<file path="config.mk">
export PLATFORM = sky130hd
export DESIGN_NAME = ecc_event_capture_counter
export DESIGN_NICKNAME = d
export VERILOG_FILES = /design/src/ecc_pkg.sv /design/src/ecc_event_capture_counter.sv
export SDC_FILE = /design/constraint.sdc
export NUM_CORES = 1
export LEC_CHECK = 0
export BUFFER_PORTS_ARGS = -buffer_cell sky130_fd_sc_hd__buf_2
export CAP_MARGIN = 0
export CORE_ASPECT_RATIO = 1.1
export CORE_MARGIN = 4
export CORE_UTILIZATION = 40
export CTS_BUF_LIST = sky130_fd_sc_hd__clkbuf_16
export DETAILED_ROUTE_END_ITERATION = 6
export MAX_ROUTING_LAYER = met4
export PLACE_DENSITY = 0.66
export SLEW_MARGIN = 25
export SYNTH_ARGS = -nofsm -noshare
export SYNTH_HDL_FRONTEND = slang
export SYNTH_SLANG_ARGS = --single-unit
</file>
<file path="constraint.sdc">
create_clock -name core_clk -period 14.1 [get_ports core_clk]
set_input_delay 1.41 -clock core_clk [delete_from_list [all_inputs] [get_ports core_clk]]
set_output_delay 1.41 -clock core_clk [all_outputs]
set_load 0.02 [all_outputs]
</file>
<file path="src/ecc_pkg.sv">
// Constants, field layouts and types for the event capture counter block.
// Assumes one 100 MHz core clock and a plain strobe register port.
package ecc_pkg;

   // ---------------------------------------------------------------
   // Register byte addresses
   // ---------------------------------------------------------------
   localparam logic [7:0] ECC_ADDR_CAPTURE_CFG = 8'h00;
   localparam logic [7:0] ECC_ADDR_COUNT = 8'h04;
   localparam logic [7:0] ECC_ADDR_BEGIN_CAP = 8'h08;
   localparam logic [7:0] ECC_ADDR_END_CAP = 8'h0C;
   localparam logic [7:0] ECC_ADDR_LIMIT = 8'h10;
   localparam logic [7:0] ECC_ADDR_SYNC_CFG = 8'h14;
   localparam logic [7:0] ECC_ADDR_GLOBAL_SYNC = 8'h18;
   localparam logic [7:0] ECC_ADDR_PRESCALE = 8'h1C;
   localparam logic [7:0] ECC_ADDR_CHAN_CFG = 8'h20;
   localparam logic [7:0] ECC_ADDR_OUT_LEVEL = 8'h24;
   localparam logic [7:0] ECC_ADDR_STATUS = 8'h28;

   // ---------------------------------------------------------------
   // Field positions
   // ---------------------------------------------------------------
   localparam int ECC_CHAN_CFG_STATE_BIT = 5;
   localparam int ECC_CHAN_CFG_OUT_BIT = 6;

   // ---------------------------------------------------------------
   // Reset values and constants
   // ---------------------------------------------------------------
   localparam logic [15:0] ECC_LIMIT_DEFAULT = 16'hFFFF;
   localparam logic [15:0] ECC_PRESCALE_RESET = 16'h0009;
   localparam logic [15:0] ECC_EARLY_END_COUNT = 16'h0001;
   localparam logic [15:0] ECC_COUNT_ZERO = 16'h0000;
   localparam logic [15:0] ECC_COUNT_ONE = 16'h0001;
   localparam int ECC_NUM_CH = 32;
   // Global sync pulse length in clocks; must outlast the pin filter
   localparam int ECC_GSYNC_WIDTH = 4;

   // ---------------------------------------------------------------
   // Modes and edges
   // ---------------------------------------------------------------
   typedef enum logic [1:0] {
      capture_mode_free_run = 2'h0,
      capture_mode_start_stop = 2'h1,
      capture_mode_until_stop = 2'h2,
      capture_mode_level_gated = 2'h3
   } ecc_mode_e;

   // In level gated mode the primary edge field holds the gate level:
   // 0 means gate_active_high, 1 means gate_active_low
   typedef enum logic [1:0] {
      event_edge_rising = 2'h0,
      event_edge_falling = 2'h1,
      event_edge_any = 2'h2
   } ecc_edge_e;

   typedef enum logic [1:0] {
      sync_edge_off = 2'h0,
      sync_edge_rising = 2'h1,
      sync_edge_falling = 2'h2,
      sync_edge_any = 2'h3
   } ecc_sync_edge_e;

   typedef enum logic [2:0] {
      ST_ARMED = 3'b001,
      ST_COUNTING = 3'b010,
      ST_EARLY_END = 3'b100
   } ecc_state_e;

   // ---------------------------------------------------------------
   // Configuration words
   // ---------------------------------------------------------------
   typedef struct packed {
      logic keep_wrap_value;          // bit 18
      logic use_divided_clock;        // bit 17
      logic single_input_start_stop;  // bit 16
      ecc_edge_e sec_edge;            // bits 15:14
      logic [4:0] sec_ch;             // bits 13:9
      logic [4:0] prim_ch;            // bits 8:4
      ecc_edge_e prim_edge;           // bits 3:2
      ecc_mode_e mode;                // bits 1:0
   } ecc_cap_cfg_s;

   typedef struct packed {
      ecc_sync_edge_e edge_sel;       // bits 7:6
      logic [4:0] src_ch;             // bits 5:1
      logic src_global;               // bit 0
   } ecc_sync_cfg_s;

   typedef struct packed {
      logic [7:0] addr;
      logic [31:0] wdata;
      logic wr;
      logic rd;
   } ecc_bus_req_s;

endpackage

</file>
<file path="src/ecc_event_capture_counter.sv">
// Event capture counter block with sync, limit and sinking outputs.
// Assumes pins and global sync arrive asynchronously and the register
// master follows the one-cycle strobe protocol.
//
// Behaviour
// - Counter runs gated; captures on begin and end
// - Free-run mode counts every enabled tick
// - Start-stop and until-stop modes bound counting
// - Level-gated mode counts while gate active
// - Early end: capture end 1, begin 0/1
// - Begin detector fires rising, falling or any
// - Gate level high or low, gated mode
// - Primary input is end in until-stop
// - Secondary input by 5-bit index, edge selectable
// - Single-input option uses primary for both
// - Config flags: divided clock, keep wrap
// - Without keep flag limit loads FFFF
// - Count readable without disturbing counting
// - Begin and end captures readable separately
// - Software reset command clears count
// - New limit acts at overflow or reset
// - Sync source global or channel, edge selectable
// - Sync aligned to block clock tick
// - Global sync command emits one pulse
// - Sinking output: 0 pulls low, 1 floats
// - Output config loads initial level
// - Level writes only hit output channels
// - Sync event resets block counter
`timescale 1ns/1ps

module ecc_event_capture_counter
   import ecc_pkg::*;
#(
   parameter int NUM_CH = ECC_NUM_CH
) (
   input wire logic core_clk,
   input wire logic sys_rst,
   input wire ecc_bus_req_s reg_req,
   output logic [31:0] reg_rdata,
   input wire logic [NUM_CH-1:0] chan_in,
   output logic [NUM_CH-1:0] chan_out,
   output logic [NUM_CH-1:0] chan_oe_n,
   input wire logic global_sync_in,
   output logic global_sync_out
);

   // ---------------------------------------------------------------
   // State
   // ---------------------------------------------------------------
   typedef struct packed {
      logic [NUM_CH:0] sync1;
      logic [NUM_CH:0] sync2;
      logic [NUM_CH:0] sync3;
      logic [NUM_CH:0] filt;
      logic [NUM_CH:0] filt_prev;
      ecc_cap_cfg_s cap_cfg;
      ecc_sync_cfg_s sync_cfg;
      ecc_state_e state;
      logic [15:0] count;
      logic [15:0] begin_cap;
      logic [15:0] end_cap;
      logic [15:0] limit_reg;
      logic limit_pending;
      logic [15:0] limit_active;
      logic [15:0] prescale;
      logic [15:0] pre_cnt;
      logic sync_pending;
      logic [NUM_CH-1:0] out_func;
      logic [NUM_CH-1:0] out_level;
      logic refused;
      logic gsync_pulse;
      logic [2:0] gsync_left;
      logic [31:0] rdata;
   } ecc_regs_s;

   ecc_regs_s r;
   ecc_regs_s next_r;

   function automatic logic edge_hit(ecc_edge_e e, logic cur, logic prev);
      logic hit;
      hit = 1'b0;
      case (e)
         event_edge_rising: hit = cur & ~prev;
         event_edge_falling: hit = ~cur & prev;
         event_edge_any: hit = cur ^ prev;
         default: hit = 1'b0;
      endcase
      return hit;
   endfunction

   // ---------------------------------------------------------------
   // Combinational next state
   // ---------------------------------------------------------------
   logic [NUM_CH:0] changing;
   logic tick;
   logic prim_cur;
   logic prim_prev;
   logic sec_cur;
   logic sec_prev;
   logic prim_evt;
   logic sec_evt;
   logic begin_evt;
   logic end_evt;
   logic begin_fell;
   logic gate_on;
   logic run;
   logic sync_cur;
   logic sync_prev;
   logic sync_evt;
   logic sw_reset;
   logic clear_cnt;
   logic wr_cfg;
   logic [4:0] sec_sel;
   logic [4:0] sync_sel;

   always_comb begin
      next_r = r;

      // Pin synchroniser: a level is accepted once stages 2 and 3 agree
      next_r.sync1 = {global_sync_in, chan_in};
      next_r.sync2 = r.sync1;
      next_r.sync3 = r.sync2;
      changing = r.sync2 ^ r.sync3;
      next_r.filt = (~changing & r.sync3) | (changing & r.filt);
      next_r.filt_prev = r.filt;

      // Divided clock tick
      tick = 1'b1;
      if (r.pre_cnt >= r.prescale) begin
         next_r.pre_cnt = ECC_COUNT_ZERO;
      end else begin
         next_r.pre_cnt = r.pre_cnt + ECC_COUNT_ONE;
      end
      if (r.cap_cfg.use_divided_clock) begin
         tick = (r.pre_cnt >= r.prescale);
      end

      // Event selection
      sec_sel = r.cap_cfg.single_input_start_stop ? r.cap_cfg.prim_ch
         : r.cap_cfg.sec_ch;
      prim_cur = r.filt[r.cap_cfg.prim_ch];
      prim_prev = r.filt_prev[r.cap_cfg.prim_ch];
      sec_cur = r.filt[sec_sel];
      sec_prev = r.filt_prev[sec_sel];
      prim_evt = edge_hit(r.cap_cfg.prim_edge, prim_cur, prim_prev);
      sec_evt = edge_hit(r.cap_cfg.sec_edge, sec_cur, sec_prev);
      if (r.cap_cfg.mode == capture_mode_until_stop) begin
         begin_evt = sec_evt;
         end_evt = prim_evt;
         begin_fell = sec_prev & ~sec_cur;
      end else begin
         begin_evt = prim_evt;
         end_evt = sec_evt;
         begin_fell = prim_prev & ~prim_cur;
      end
      // Gate level: edge field bit 0 clear means active high
      gate_on = r.cap_cfg.prim_edge[0] ? ~prim_cur : prim_cur;

      // Sync source and edge
      sync_sel = r.sync_cfg.src_ch;
      sync_cur = r.sync_cfg.src_global ? r.filt[NUM_CH] : r.filt[sync_sel];
      sync_prev = r.sync_cfg.src_global ? r.filt_prev[NUM_CH]
         : r.filt_prev[sync_sel];
      case (r.sync_cfg.edge_sel)
         sync_edge_rising: sync_evt = sync_cur & ~sync_prev;
         sync_edge_falling: sync_evt = ~sync_cur & sync_prev;
         sync_edge_any: sync_evt = sync_cur ^ sync_prev;
         default: sync_evt = 1'b0;
      endcase
      // Sync waits for the block's own tick, so blocks may differ by one
      next_r.sync_pending = (r.sync_pending | sync_evt) & ~tick;

      // Bus decode
      sw_reset = reg_req.wr && reg_req.addr == ECC_ADDR_COUNT;
      wr_cfg = reg_req.wr && reg_req.addr == ECC_ADDR_CAPTURE_CFG;
      clear_cnt = sw_reset | (tick & (r.sync_pending | sync_evt));

      // Capture sequencer
      run = 1'b0;
      case (r.cap_cfg.mode)
         capture_mode_free_run: begin
            run = 1'b1;
            if (begin_evt) begin
               next_r.begin_cap = r.count;
            end
            if (end_evt) begin
               next_r.end_cap = r.count;
            end
         end
         capture_mode_level_gated: begin
            run = gate_on;
            if (gate_on && !(r.cap_cfg.prim_edge[0] ? ~prim_prev
                  : prim_prev)) begin
               next_r.begin_cap = r.count;
            end
            if (end_evt) begin
               next_r.end_cap = r.count;
            end
         end
         default: begin
            case (r.state)
               ST_ARMED: begin
                  if (begin_evt) begin
                     // The begin cycle counts, so end minus begin is the span
                     run = 1'b1;
                     next_r.begin_cap = r.count;
                     next_r.state = ST_COUNTING;
                  end else if (end_evt) begin
                     next_r.state = ST_EARLY_END;
                  end
               end
               ST_COUNTING: begin
                  run = 1'b1;
                  if (end_evt) begin
                     next_r.end_cap = r.count;
                     next_r.state = ST_ARMED;
                  end
               end
               ST_EARLY_END: begin
                  if (begin_evt) begin
                     // Starts and stops on the same begin event
                     next_r.begin_cap = begin_fell ? ECC_COUNT_ONE
                        : ECC_COUNT_ZERO;
                     next_r.end_cap = ECC_EARLY_END_COUNT;
                     next_r.state = ST_ARMED;
                  end
               end
               default: next_r.state = ST_ARMED;
            endcase
         end
      endcase

      // Counter, wrap and limit hand-over
      if (clear_cnt) begin
         next_r.count = ECC_COUNT_ZERO;
         if (r.limit_pending) begin
            next_r.limit_active = r.limit_reg;
            next_r.limit_pending = 1'b0;
         end
      end else if (run && tick) begin
         if (r.count >= r.limit_active) begin
            next_r.count = ECC_COUNT_ZERO;
            if (r.limit_pending) begin
               next_r.limit_active = r.limit_reg;
               next_r.limit_pending = 1'b0;
            end
         end else begin
            next_r.count = r.count + ECC_COUNT_ONE;
         end
      end

      // Register writes
      // A single-cycle pulse would never pass a three-stage pin filter
      next_r.gsync_pulse = 1'b0;
      if (r.gsync_left != 3'h0) begin
         next_r.gsync_pulse = 1'b1;
         next_r.gsync_left = r.gsync_left - 3'h1;
      end
      if (wr_cfg) begin
         next_r.cap_cfg = ecc_cap_cfg_s'(reg_req.wdata[18:0]);
         // Until-stop counts from configuration until the end event
         next_r.state = (reg_req.wdata[1:0] == capture_mode_until_stop)
            ? ST_COUNTING : ST_ARMED;
         if (!reg_req.wdata[18]) begin
            next_r.limit_reg = ECC_LIMIT_DEFAULT;
            next_r.limit_pending = 1'b1;
         end
      end else if (reg_req.wr && reg_req.addr == ECC_ADDR_LIMIT) begin
         next_r.limit_reg = reg_req.wdata[15:0];
         next_r.limit_pending = 1'b1;
      end else if (reg_req.wr && reg_req.addr == ECC_ADDR_SYNC_CFG) begin
         next_r.sync_cfg = ecc_sync_cfg_s'(reg_req.wdata[7:0]);
      end else if (reg_req.wr && reg_req.addr == ECC_ADDR_GLOBAL_SYNC) begin
         next_r.gsync_pulse = 1'b1;
         next_r.gsync_left = 3'(ECC_GSYNC_WIDTH - 1);
      end else if (reg_req.wr && reg_req.addr == ECC_ADDR_PRESCALE) begin
         next_r.prescale = reg_req.wdata[15:0];
      end else if (reg_req.wr && reg_req.addr == ECC_ADDR_CHAN_CFG) begin
         next_r.out_func[reg_req.wdata[4:0]] =
            reg_req.wdata[ECC_CHAN_CFG_OUT_BIT];
         next_r.out_level[reg_req.wdata[4:0]] =
            reg_req.wdata[ECC_CHAN_CFG_STATE_BIT];
      end else if (reg_req.wr && reg_req.addr == ECC_ADDR_OUT_LEVEL) begin
         // Bits of non-output channels are dropped; one that differs from the held level is flagged
         next_r.out_level = (r.out_func & reg_req.wdata[NUM_CH-1:0])
            | (~r.out_func & r.out_level);
         if (|(~r.out_func & (reg_req.wdata[NUM_CH-1:0] ^ r.out_level))) begin
            next_r.refused = 1'b1;
         end
      end else if (reg_req.wr && reg_req.addr == ECC_ADDR_STATUS) begin
         next_r.refused = 1'b0;
      end

      // Register reads; the read only samples, counting goes on
      next_r.rdata = 32'h0000_0000;
      if (reg_req.rd) begin
         if (reg_req.addr == ECC_ADDR_CAPTURE_CFG) begin
            next_r.rdata = {13'h0000, r.cap_cfg};
         end else if (reg_req.addr == ECC_ADDR_COUNT) begin
            next_r.rdata = {16'h0000, r.count};
         end else if (reg_req.addr == ECC_ADDR_BEGIN_CAP) begin
            next_r.rdata = {16'h0000, r.begin_cap};
         end else if (reg_req.addr == ECC_ADDR_END_CAP) begin
            next_r.rdata = {16'h0000, r.end_cap};
         end else if (reg_req.addr == ECC_ADDR_LIMIT) begin
            next_r.rdata = {16'h0000, r.limit_reg};
         end else if (reg_req.addr == ECC_ADDR_SYNC_CFG) begin
            next_r.rdata = {24'h000000, r.sync_cfg};
         end else if (reg_req.addr == ECC_ADDR_PRESCALE) begin
            next_r.rdata = {16'h0000, r.prescale};
         end else if (reg_req.addr == ECC_ADDR_CHAN_CFG) begin
            next_r.rdata = 32'(r.out_func);
         end else if (reg_req.addr == ECC_ADDR_OUT_LEVEL) begin
            next_r.rdata = 32'(r.out_level);
         end else if (reg_req.addr == ECC_ADDR_STATUS) begin
            next_r.rdata = {29'h0000000, r.state == ST_COUNTING,
               r.limit_pending, r.refused};
         end
      end
   end

   // ---------------------------------------------------------------
   // Registers
   // ---------------------------------------------------------------
   always_ff @(posedge core_clk or posedge sys_rst) begin
      if (sys_rst) begin
         r <= '0;
         r.state <= ST_ARMED;
         r.limit_reg <= ECC_LIMIT_DEFAULT;
         r.limit_active <= ECC_LIMIT_DEFAULT;
         r.prescale <= ECC_PRESCALE_RESET;
         r.out_level <= '1;
      end else begin
         r <= next_r;
      end
   end

   // ---------------------------------------------------------------
   // Outputs
   // ---------------------------------------------------------------
   // Sinking output: level 0 drives low, level 1 releases the pin
   always_ff @(posedge core_clk or posedge sys_rst) begin
      if (sys_rst) begin
         chan_oe_n <= '1;
         chan_out <= '0;
      end else begin
         chan_oe_n <= ~(next_r.out_func & ~next_r.out_level);
         chan_out <= '0;
      end
   end

   assign reg_rdata = r.rdata;
   assign global_sync_out = r.gsync_pulse;

endmodule

</file>
==> results of run 1 <==
-- sequential cells by signal, indices dropped and copies added, names as in the netlist, named ones only --
signal,count
sync_sel,5
next_r,66
chan_oe_n,32
r,273
global_sync_out,1
reg_rdata,32
-- layout make-up --
cell class	count	area, sq um	area share, %
well taps	675	845	3.53
flip-flops and latches	442	11200	46.8
repair buffers	163	902	3.77
clock buffers	49	1230	5.13
clock inverters	39	360	1.51
inverters	74	290	1.21
multi-input cells	1197	9090	38.0
diodes	1	2.50	0.0105
-- kinds of logic after synthesis --
family,after synthesis,synth area share [%]
adder cells (fa/ha/maj),78,4.20
multiplexers,198,12.7
XOR/XNOR,49,2.02
AND/OR/NAND/NOR,475,10.9
other,1,0.0176
AO/OA/AOI/OAI,365,12.2
buffers and inverters,231,5.35
flip-flops,442,52.6
-- how the worst min path moves through the flow --
stage	start	end	cells after the start
3_5_place_dp	next_r[355]	next_r[322]	0
5_1_grt	next_r[345]	next_r[312]	0
6_report	next_r[348]	next_r[315]	0
3_3_place_gp	next_r[362]	next_r[329]	0
2_1_floorplan	next_r[344]	next_r[311]	0
4_1_cts	next_r[348]	next_r[315]	0
-- per-layer routing --
layer | GRT usage [%] | wire length [microns] | part of all wire (%) | vias to the layer above
met3 | 3.84 | 4680 | 7.8 | 133
met1 | 27.7 | 24500 | 41 | 7737
met4 | 7.81 | 2280 | 3.8 | 0
li1 | - | - | - | 6732
met2 | 33.8 | 28800 | 48 | 727
met5 | - | 0 | 0 | -
-- stage by stage --
stage                     power, mW  setup slack [ns]  hold WS (ns)  instances  util, %
after CTS                      3.11              8.48         0.345       2638     45.4
after floorplan                1.71             0.539         0.331       1870        -
after detailed placement       1.83              8.50         0.335       2550     42.4
after global placement         1.81              8.61         0.333       2550     42.3
after global routing           3.21              8.34         0.353       2640     45.5
final                          3.08              8.74         0.340       2640     45.5
-- layout by cell type, fill, tap and decap left out, drive strengths merged, types with 11 or more instances in the layout --
master,Yosys,layout
nor2b,19,19
mux4,44,44
xnor2,38,38
a211o,22,22
mux2,100,100
nand3b,28,28
o31ai,14,14
clkinv,0,22
nand3,72,72
o22a,20,20
a211oi,12,12
nand2b,28,28
nor3,20,20
a22o,21,21
ha,45,45
dfstp,99,99
a22oi,47,47
conb,1,32
mux2i,54,54
a31oi,19,19
o22ai,21,21
buf,77,163
xor2,11,11
dfrtp,343,343
o21ai,64,64
and3,16,16
a21oi,51,51
clkbuf,80,49
a21boi,14,14
nor2,142,142
inv,74,80
maj3,33,33
nand2,107,107
-- synth_stat cells, drive strengths merged (33+ instances only) --
cell type	n
dfstp	99
clkbuf	80
mux2i	54
dfrtp	343
xnor2	38
nand2	107
buf	77
mux2	100
nand3	72
a22oi	47
ha	45
o21ai	64
a21oi	51
maj3	33
mux4	44
inv	74
nor2	142
-- where the power goes --
| part | total, mW | internal (mW) | switching, mW |
|---|---|---|---|
| Clock | 1.27 | 0.743 | 0.528 |
| Combinational | 0.366 | 0.152 | 0.214 |
| Sequential | 1.45 | 1.36 | 0.0924 |
| Total | 3.08 | 2.25 | 0.834 |
==> reports/qor.yml, run 1 <==
critical_path:
  crit_path_cell_trace: "mux2i_4 -> mux4_2 -> nor2b_1 -> a211oi_1 -> a21oi_1 -> mux2_2 -> inv_1 -> ha_1 -> nand2b_1 -> a21o_1 -> a221oi_1 -> mux2i_1 -> o21ai_0 -> a21oi_2 -> nor4b_4 -> buf_4 -> mux2_2"
  r2r_slack_ns: 8.74
  slowest_delay_ns: 0.68
  worstPathRequired_ns: 14.61
  crit_top_cell: "mux2_2"
  cp.depth: 17
  critPathLaunch: "r[242]"
  crit_family: "multiplexers"
  startpoint_type: "flip-flop"
  crit_type: "reg2reg"
  end_kind: "flip-flop"
  path_buf_inv: 2
  timing.rr.end: "r[146]"
  reg2reg_depth: 17
  rr_startpoint: "r[242]"
  crit_fanout: 16
  cp.arrival_ns: 5.87
  crit_end: "r[146]"
  slowest_stage: "mux2i_4"
placement:
  place_congestion: 0.890
  dpl_cell_area_sq_um: 22300
  io_buffers: 141
  place_hpwl_microns: 41900
floorplan:
  dieWidth_microns: 228
  die_y_microns: 250
  coreArea_sq_um: 52500
  dieArea_sq_um: 56900
  start_util_pct: 40.5
  ios: 174
  rows: 88
global_routing:
  grt_pass1_wl_microns: 93200
  grt_max_degree: 140
  grt_usage_pct: 21.4
  gr-total-overflow: 0
  grt_pass1_vias: 15500
  antenna_found_initial: 1
synthesis:
  synthDistinctLibCells: 69
  synth_top_cells_by_area: "dfrtp_1 40%, dfstp_2 12%, mux2_2 4.8%"
  synth_edf_count: 0
  async_flop_share_pct: 100
  synth-seq-cells: 442
  synthFlopType: "dfrtp_1"
  syn_avg_cell_area_sq_um: 11.6
  syn-cell-area_sq_um: 21200
  synth_cells: 1839
  yosysTopAreaCellShare_pct: 40.4
  yosysSeqAreaShare_pct: 52.6
  ys_warn_count: 0
  yosys.area.top_type: "dfrtp_1"
outcome:
  outcome: "finished, final reports clean"
cells_and_area:
  drive_gt1_share_pct: 25.8
  postLayoutCellArea_sq_um: 23900
  num-fill-cells: 4791
  final_nets: 2047
  area_delta_synth_final_pct: 12.5
route:
  routed_wl_microns: 60200
  drc: 0
  avgRoutedWirePerCell_microns: 22.8
  detail-route-antenna-nets: 0
  vias: 15300
  firstDrtPassIters: 5
  drt_iter0_markers: 1452
  vias_per_cell: 5.81
cts:
  cts_setup_buffers: 0
  clockRootBuffer: "clkbuf_16"
  htree_num_levels: 2
  max-clock-path-buffers: 3
  cts_tree: "built"
  cts_resized: 0
  cts_buffers: 47
  path_clk_slew_ns: 0.06
  holdBufCountCts: 0
  numClockSinks: 442
  worstSkewPairLatency_ns: 0.59
sta:
  maxSlewHeadroom_pct: 22.0
  period_minus_slack_ns: 5.36
  tightest_slew_ns: 1.17
  setup_viol: 0
  max_freq_mhz: 186
  finalHoldViolCount: 0
  finClkSkew_ns: 0.0221
  tns_ns: 0
  drv_slew: 0
  layout_worst_path_cycle_share_pct: 38.0
  rsz0062_at_grt: "false"
pwr:
  leakage_nw: 10.4
  p_per_area_nw_per_um2: 129
  irDropWorstVdd_v: 0.000107
worst_hold_path:
  worstHoldPathType: "reg2reg"
run:
  maxCapViolCount: 0
No activity file was read; power rests on OpenSTA's default activity.
==> run 2, diff against run 1 <==
--- a/config.mk
+++ b/config.mk
@@ -5,6 +5,7 @@
 export SDC_FILE = /design/constraint.sdc
 export NUM_CORES = 1
 export LEC_CHECK = 0
+export ABC_AREA = 1
 export BUFFER_PORTS_ARGS = -buffer_cell sky130_fd_sc_hd__buf_2
 export CAP_MARGIN = 0
 export CORE_ASPECT_RATIO = 1.1
==> constraint.sdc (replaced) <==
create_clock -name core_clk -period 4.5 [get_ports core_clk]
set_input_delay 0.45 -clock core_clk [delete_from_list [all_inputs] [get_ports core_clk]]
set_output_delay 0.45 -clock core_clk [all_outputs]
set_load 0.02 [all_outputs]
==> run 2 against run 1 <==
Worst setup slack worse by 8.4 ns. Non-clock buffer count is 58 higher. Global-route usage up 3.0 points. Clock skew down 0.0011 ns. Critical path depth shrank 1. Routed wire length grew 20%. Power increased to 3.5 times the previous value. Synthesized cell count rose by 46%. Sequential share of layout area decreased by 3.1 points. Final cell count rose by 36%. Critical endpoint is now r[212]. Final area is 7.0% higher.
==> reports/qor.yml, run 2 <==
cts:
  clockRootBuffer: "clkbuf_16"  # unchanged
  max-clock-path-buffers: 3  # unchanged
  path_clk_slew_ns: 0.06  # about the same
  cts_tree: "built"  # unchanged
  numClockSinks: 442  # unchanged
  htree_num_levels: 2  # unchanged
  cts_setup_buffers: 0  # unchanged
  cts_buffers: 47  # unchanged
  worstSkewPairLatency_ns: 0.61  # was 0.59 ns
route:
  vias_per_cell: 5.55  # was 5.81
  drt_iter0_markers: 2155  # was 1452
  vias: 19900  # was 15300
  avgRoutedWirePerCell_microns: 20.2  # was 22.8 microns
  firstDrtPassIters: 6  # was 5
  drc: 0  # unchanged
  routed_wl_microns: 72500  # was 60200 microns
  detail-route-antenna-nets: 0  # unchanged
sta:
  finClkSkew_ns: 0.0210  # was 0.0221 ns
  rsz0062_at_grt: "false"  # unchanged
  layout_worst_path_cycle_share_pct: 92.2  # was 38.0%
  hold-worst-slack_ns: 0.0631  # was 0.340 ns
  finalHoldViolCount: 0  # unchanged
  maxSlewHeadroom_pct: 29.8  # was 22.0%
  tightest_slew_ns: 1.05  # was 1.17 ns
  setup_ws_ns: 0.351  # was 8.74 ns
  setup_viol: 0  # unchanged
  drv_slew: 0  # unchanged
  max_freq_mhz: 241  # was 186 MHz
  period_minus_slack_ns: 4.15  # was 5.36 ns
cells_and_area:
  postLayoutCellArea_sq_um: 25600  # was 23900 sq um
  layout_common_cells: "533 x nand2_1, 343 x dfrtp_1, 280 x inv_1"  # was 342 x dfrtp_1, 141 x buf_2, 139 x nor2_1
  mostFrequentLayoutCell: "nand2_1"  # was dfrtp_1
  final_nets: 2924  # was 2047
  drive_gt1_share_pct: 14.3  # was 25.8%
  num-fill-cells: 5248  # was 4791
  seq_area_sq_um: 11200  # about the same
  largest_register_ffs: 273  # unchanged
  multi_input_area_sq_um: 9280  # was 9090 sq um
  regMostFlops: "r"  # unchanged
  area_delta_synth_final_pct: 13.7  # was 12.5%
critical_path:
  reg2reg_depth: 16  # was 17
  r2r_slack_ns: 0.35  # was 8.74 ns
  crit_end: "r[212]"  # was r[146]
  cp.depth: 16  # was 17
  critPathLaunch: "sync_sel[1]"  # was r[242]
  crit_path_cell_trace: "inv_1 -> o21ai_0 -> o22ai_1 -> nor2_1 -> o221ai_1 -> o211ai_1 -> o21ai_1 -> inv_2 -> ha_1 -> o311ai_0 -> nor2_1 -> inv_1 -> a21oi_2 -> buf_4 -> nand2_4 -> o21ai_0"  # was mux2i_4 -> mux4_2 -> nor2b_1 -> a211oi_1 -> a21oi_1 -> mux2_2 -> inv_1 -> ha_1 -> nand2b_1 -> a21o_1 -> a221oi_1 -> mux2i_1 -> o21ai_0 -> a21oi_2 -> nor4b_4 -> buf_4 -> mux2_2
  crit_family: "compound AO/OA/AOI/OAI gates"  # was multiplexers
  end_kind: "flip-flop"  # unchanged
  crit_type: "reg2reg"  # unchanged
  rr_startpoint: "sync_sel[1]"  # was r[242]
  startpoint_type: "flip-flop"  # unchanged
  timing.rr.end: "r[212]"  # was r[146]
  slowest_delay_ns: 0.63  # was 0.68 ns
  cp.arrival_ns: 4.61  # was 5.87 ns
  slowest_stage: "o311ai_0"  # was mux2i_4
  crit_fanout: 18  # was 16
  worstPathRequired_ns: 4.96  # was 14.61 ns
  path_buf_inv: 4  # was 2
synthesis:
  yosys.area.top_type: "dfrtp_1"  # unchanged
  yosysMostFrequentCell: "nand2_1"  # was dfrtp_1
  synthTopCellsByCount: "534 x nand2_1, 343 x dfrtp_1, 275 x inv_1"  # was 343 x dfrtp_1, 142 x nor2_1, 107 x nand2_1
  synth_top_cells_by_area: "dfrtp_1 38%, dfstp_2 12%, nand2_1 8.9%"  # was dfrtp_1 40%, dfstp_2 12%, mux2_2 4.8%
  synthDistinctLibCells: 59  # was 69
  async_flop_share_pct: 100  # unchanged
  yosysTopAreaCellShare_pct: 38.2  # was 40.4%
  syn-cell-area_sq_um: 22500  # was 21200 sq um
  syn_avg_cell_area_sq_um: 8.39  # was 11.6 sq um
  synth-seq-cells: 442  # unchanged
  synth_cells: 2680  # was 1839
  synthFlopType: "dfrtp_1"  # unchanged
  synth_edf_count: 0  # unchanged
  yosysSeqAreaShare_pct: 49.7  # was 52.6%
  ys_warn_count: 0  # unchanged
placement:
  place_hpwl_microns: 51200  # was 41900 microns
  pre_cts_slack_ns: 0.374  # was 8.50 ns
  io_buffers: 141  # unchanged
  place_congestion: 0.946  # was 0.890
  dpl_cell_area_sq_um: 23600  # was 22300 sq um
pwr:
  irDropWorstVdd_v: 0.000301  # was 0.000107 V
  swShare_pct: 32.1  # was 27.0%
  p_sw_mw: 3.50  # was 834 uW
  p_per_area_nw_per_um2: 426  # was 129 nW/um^2
  seqPwrFrac_pct: 42.6  # was 46.9%
  leakage_nw: 11.6  # was 10.4 nW
  p_comb_share_pct: 20.2  # was 11.9%
  p_clk_share_pct: 37.3  # was 41.2%
  p_int_mw: 7.41  # was 2.25 mW
floorplan:
  dieArea_sq_um: 60100  # was 56900 sq um
  start_util_pct: 40.7  # was 40.5%
  ios: 174  # unchanged
  die_y_microns: 257  # was 250 microns
  coreArea_sq_um: 55300  # was 52500 sq um
  dieWidth_microns: 234  # was 228 microns
  rows: 90  # was 88
global_routing:
  grt_usage_pct: 24.4  # was 21.4%
  grt_pass1_vias: 19300  # was 15500
  antenna_found_initial: 7  # was 1
  grt_pass1_wl_microns: 112000  # was 93200 microns
  gr-total-overflow: 0  # unchanged
  grt_max_degree: 81  # was 140
outcome:
  outcome: "finished, final reports clean"  # unchanged
run:
  maxCapViolCount: 0  # unchanged
worst_hold_path:
  worstHoldPathType: "in2async"  # was reg2reg
==> run 2: through the flow <==
step | utilization, % | power (mW) | TNS, ns | instances
after global placement | 42.7 | 6.77 | 0 | 3455
after global routing | 46.3 | 11.4 | 0 | 3582
after floorplan | - | 6.22 | -652.89 | 2711
after CTS | 46.2 | 11.0 | 0 | 3574
final | 46.3 | 10.9 | 0 | 3582
after detailed placement | 42.7 | 6.85 | 0 | 3455
==> run 2: worst min path at each step <==
stage                               to   startpoint  depth (start not counted)  slack, ns
after floorplan            next_r[311]  next_r[344]                          0       0.33
after global placement     next_r[329]  next_r[362]                          0       0.33
after detailed placement   next_r[325]  next_r[358]                          0       0.33
after CTS                 reg_rdata[9]      sys_rst                          2       0.09
after global routing            r[149]      sys_rst                          2       0.09
final                           r[139]      sys_rst                          2       0.06
==> run 2: layout make-up <==
class / count / share of cell area (%)
clock buffers: 47 / 4.60
inverters: 293 / 4.37
diodes: 7 / 0.0685
flip-flops and latches: 442 / 43.7
clock inverters: 39 / 1.71
well taps: 736 / 3.60
repair buffers: 221 / 5.67
multi-input cells: 1797 / 36.3
==> run 2: metal layers <==
| layer | wire (microns) | global-route usage, % | up-vias |
|---|---|---|---|
| met4 | 2690 | 8.22 | 0 |
| li1 | - | - | 9151 |
| met1 | 29600 | 31.5 | 9686 |
| met5 | 0 | - | - |
| met2 | 34600 | 38.9 | 893 |
| met3 | 5630 | 4.31 | 165 |
==> run 2: logic make-up (layout without fill, tap and decap cells) <==
kind of cell,after synthesis,in the layout,share of synthesized area [%]
buf+inv,472,600,9.61
fa+ha+maj,78,78,3.97
mux,2,2,0.0946
flops,442,442,49.7
other cells,1,39,0.0167
xor+xnor,13,13,0.506
simple gates,1042,1042,19.7
compound gates,630,630,16.4
==> run 2: power by group through the flow <==
stage,combinational (mW),sequential [mW],clock [mW]
after floorplan,1.62,4.60,0
after CTS,2.18,4.64,4.16
final,2.20,4.64,4.07
after detailed placement,2.14,4.70,0
after global placement,2.07,4.69,0
after global routing,2.45,4.68,4.31
==> run 2: repair_timing <==
action	CTS	global route
gates resized for setup	0	1
endpoints found under the hold margin	33	0
hold buffers	33	0
endpoints found under the setup margin	0	11
==> run 2: worst reg2reg max path: cells and delay by family, from the launching register on <==
family / cells / cell delay (ns)
simple gates: 3 / 0.40
buf+inv: 4 / 0.87
flops: 1 / 0.61
fa+ha+maj: 1 / 0.29
compound gates: 8 / 1.84
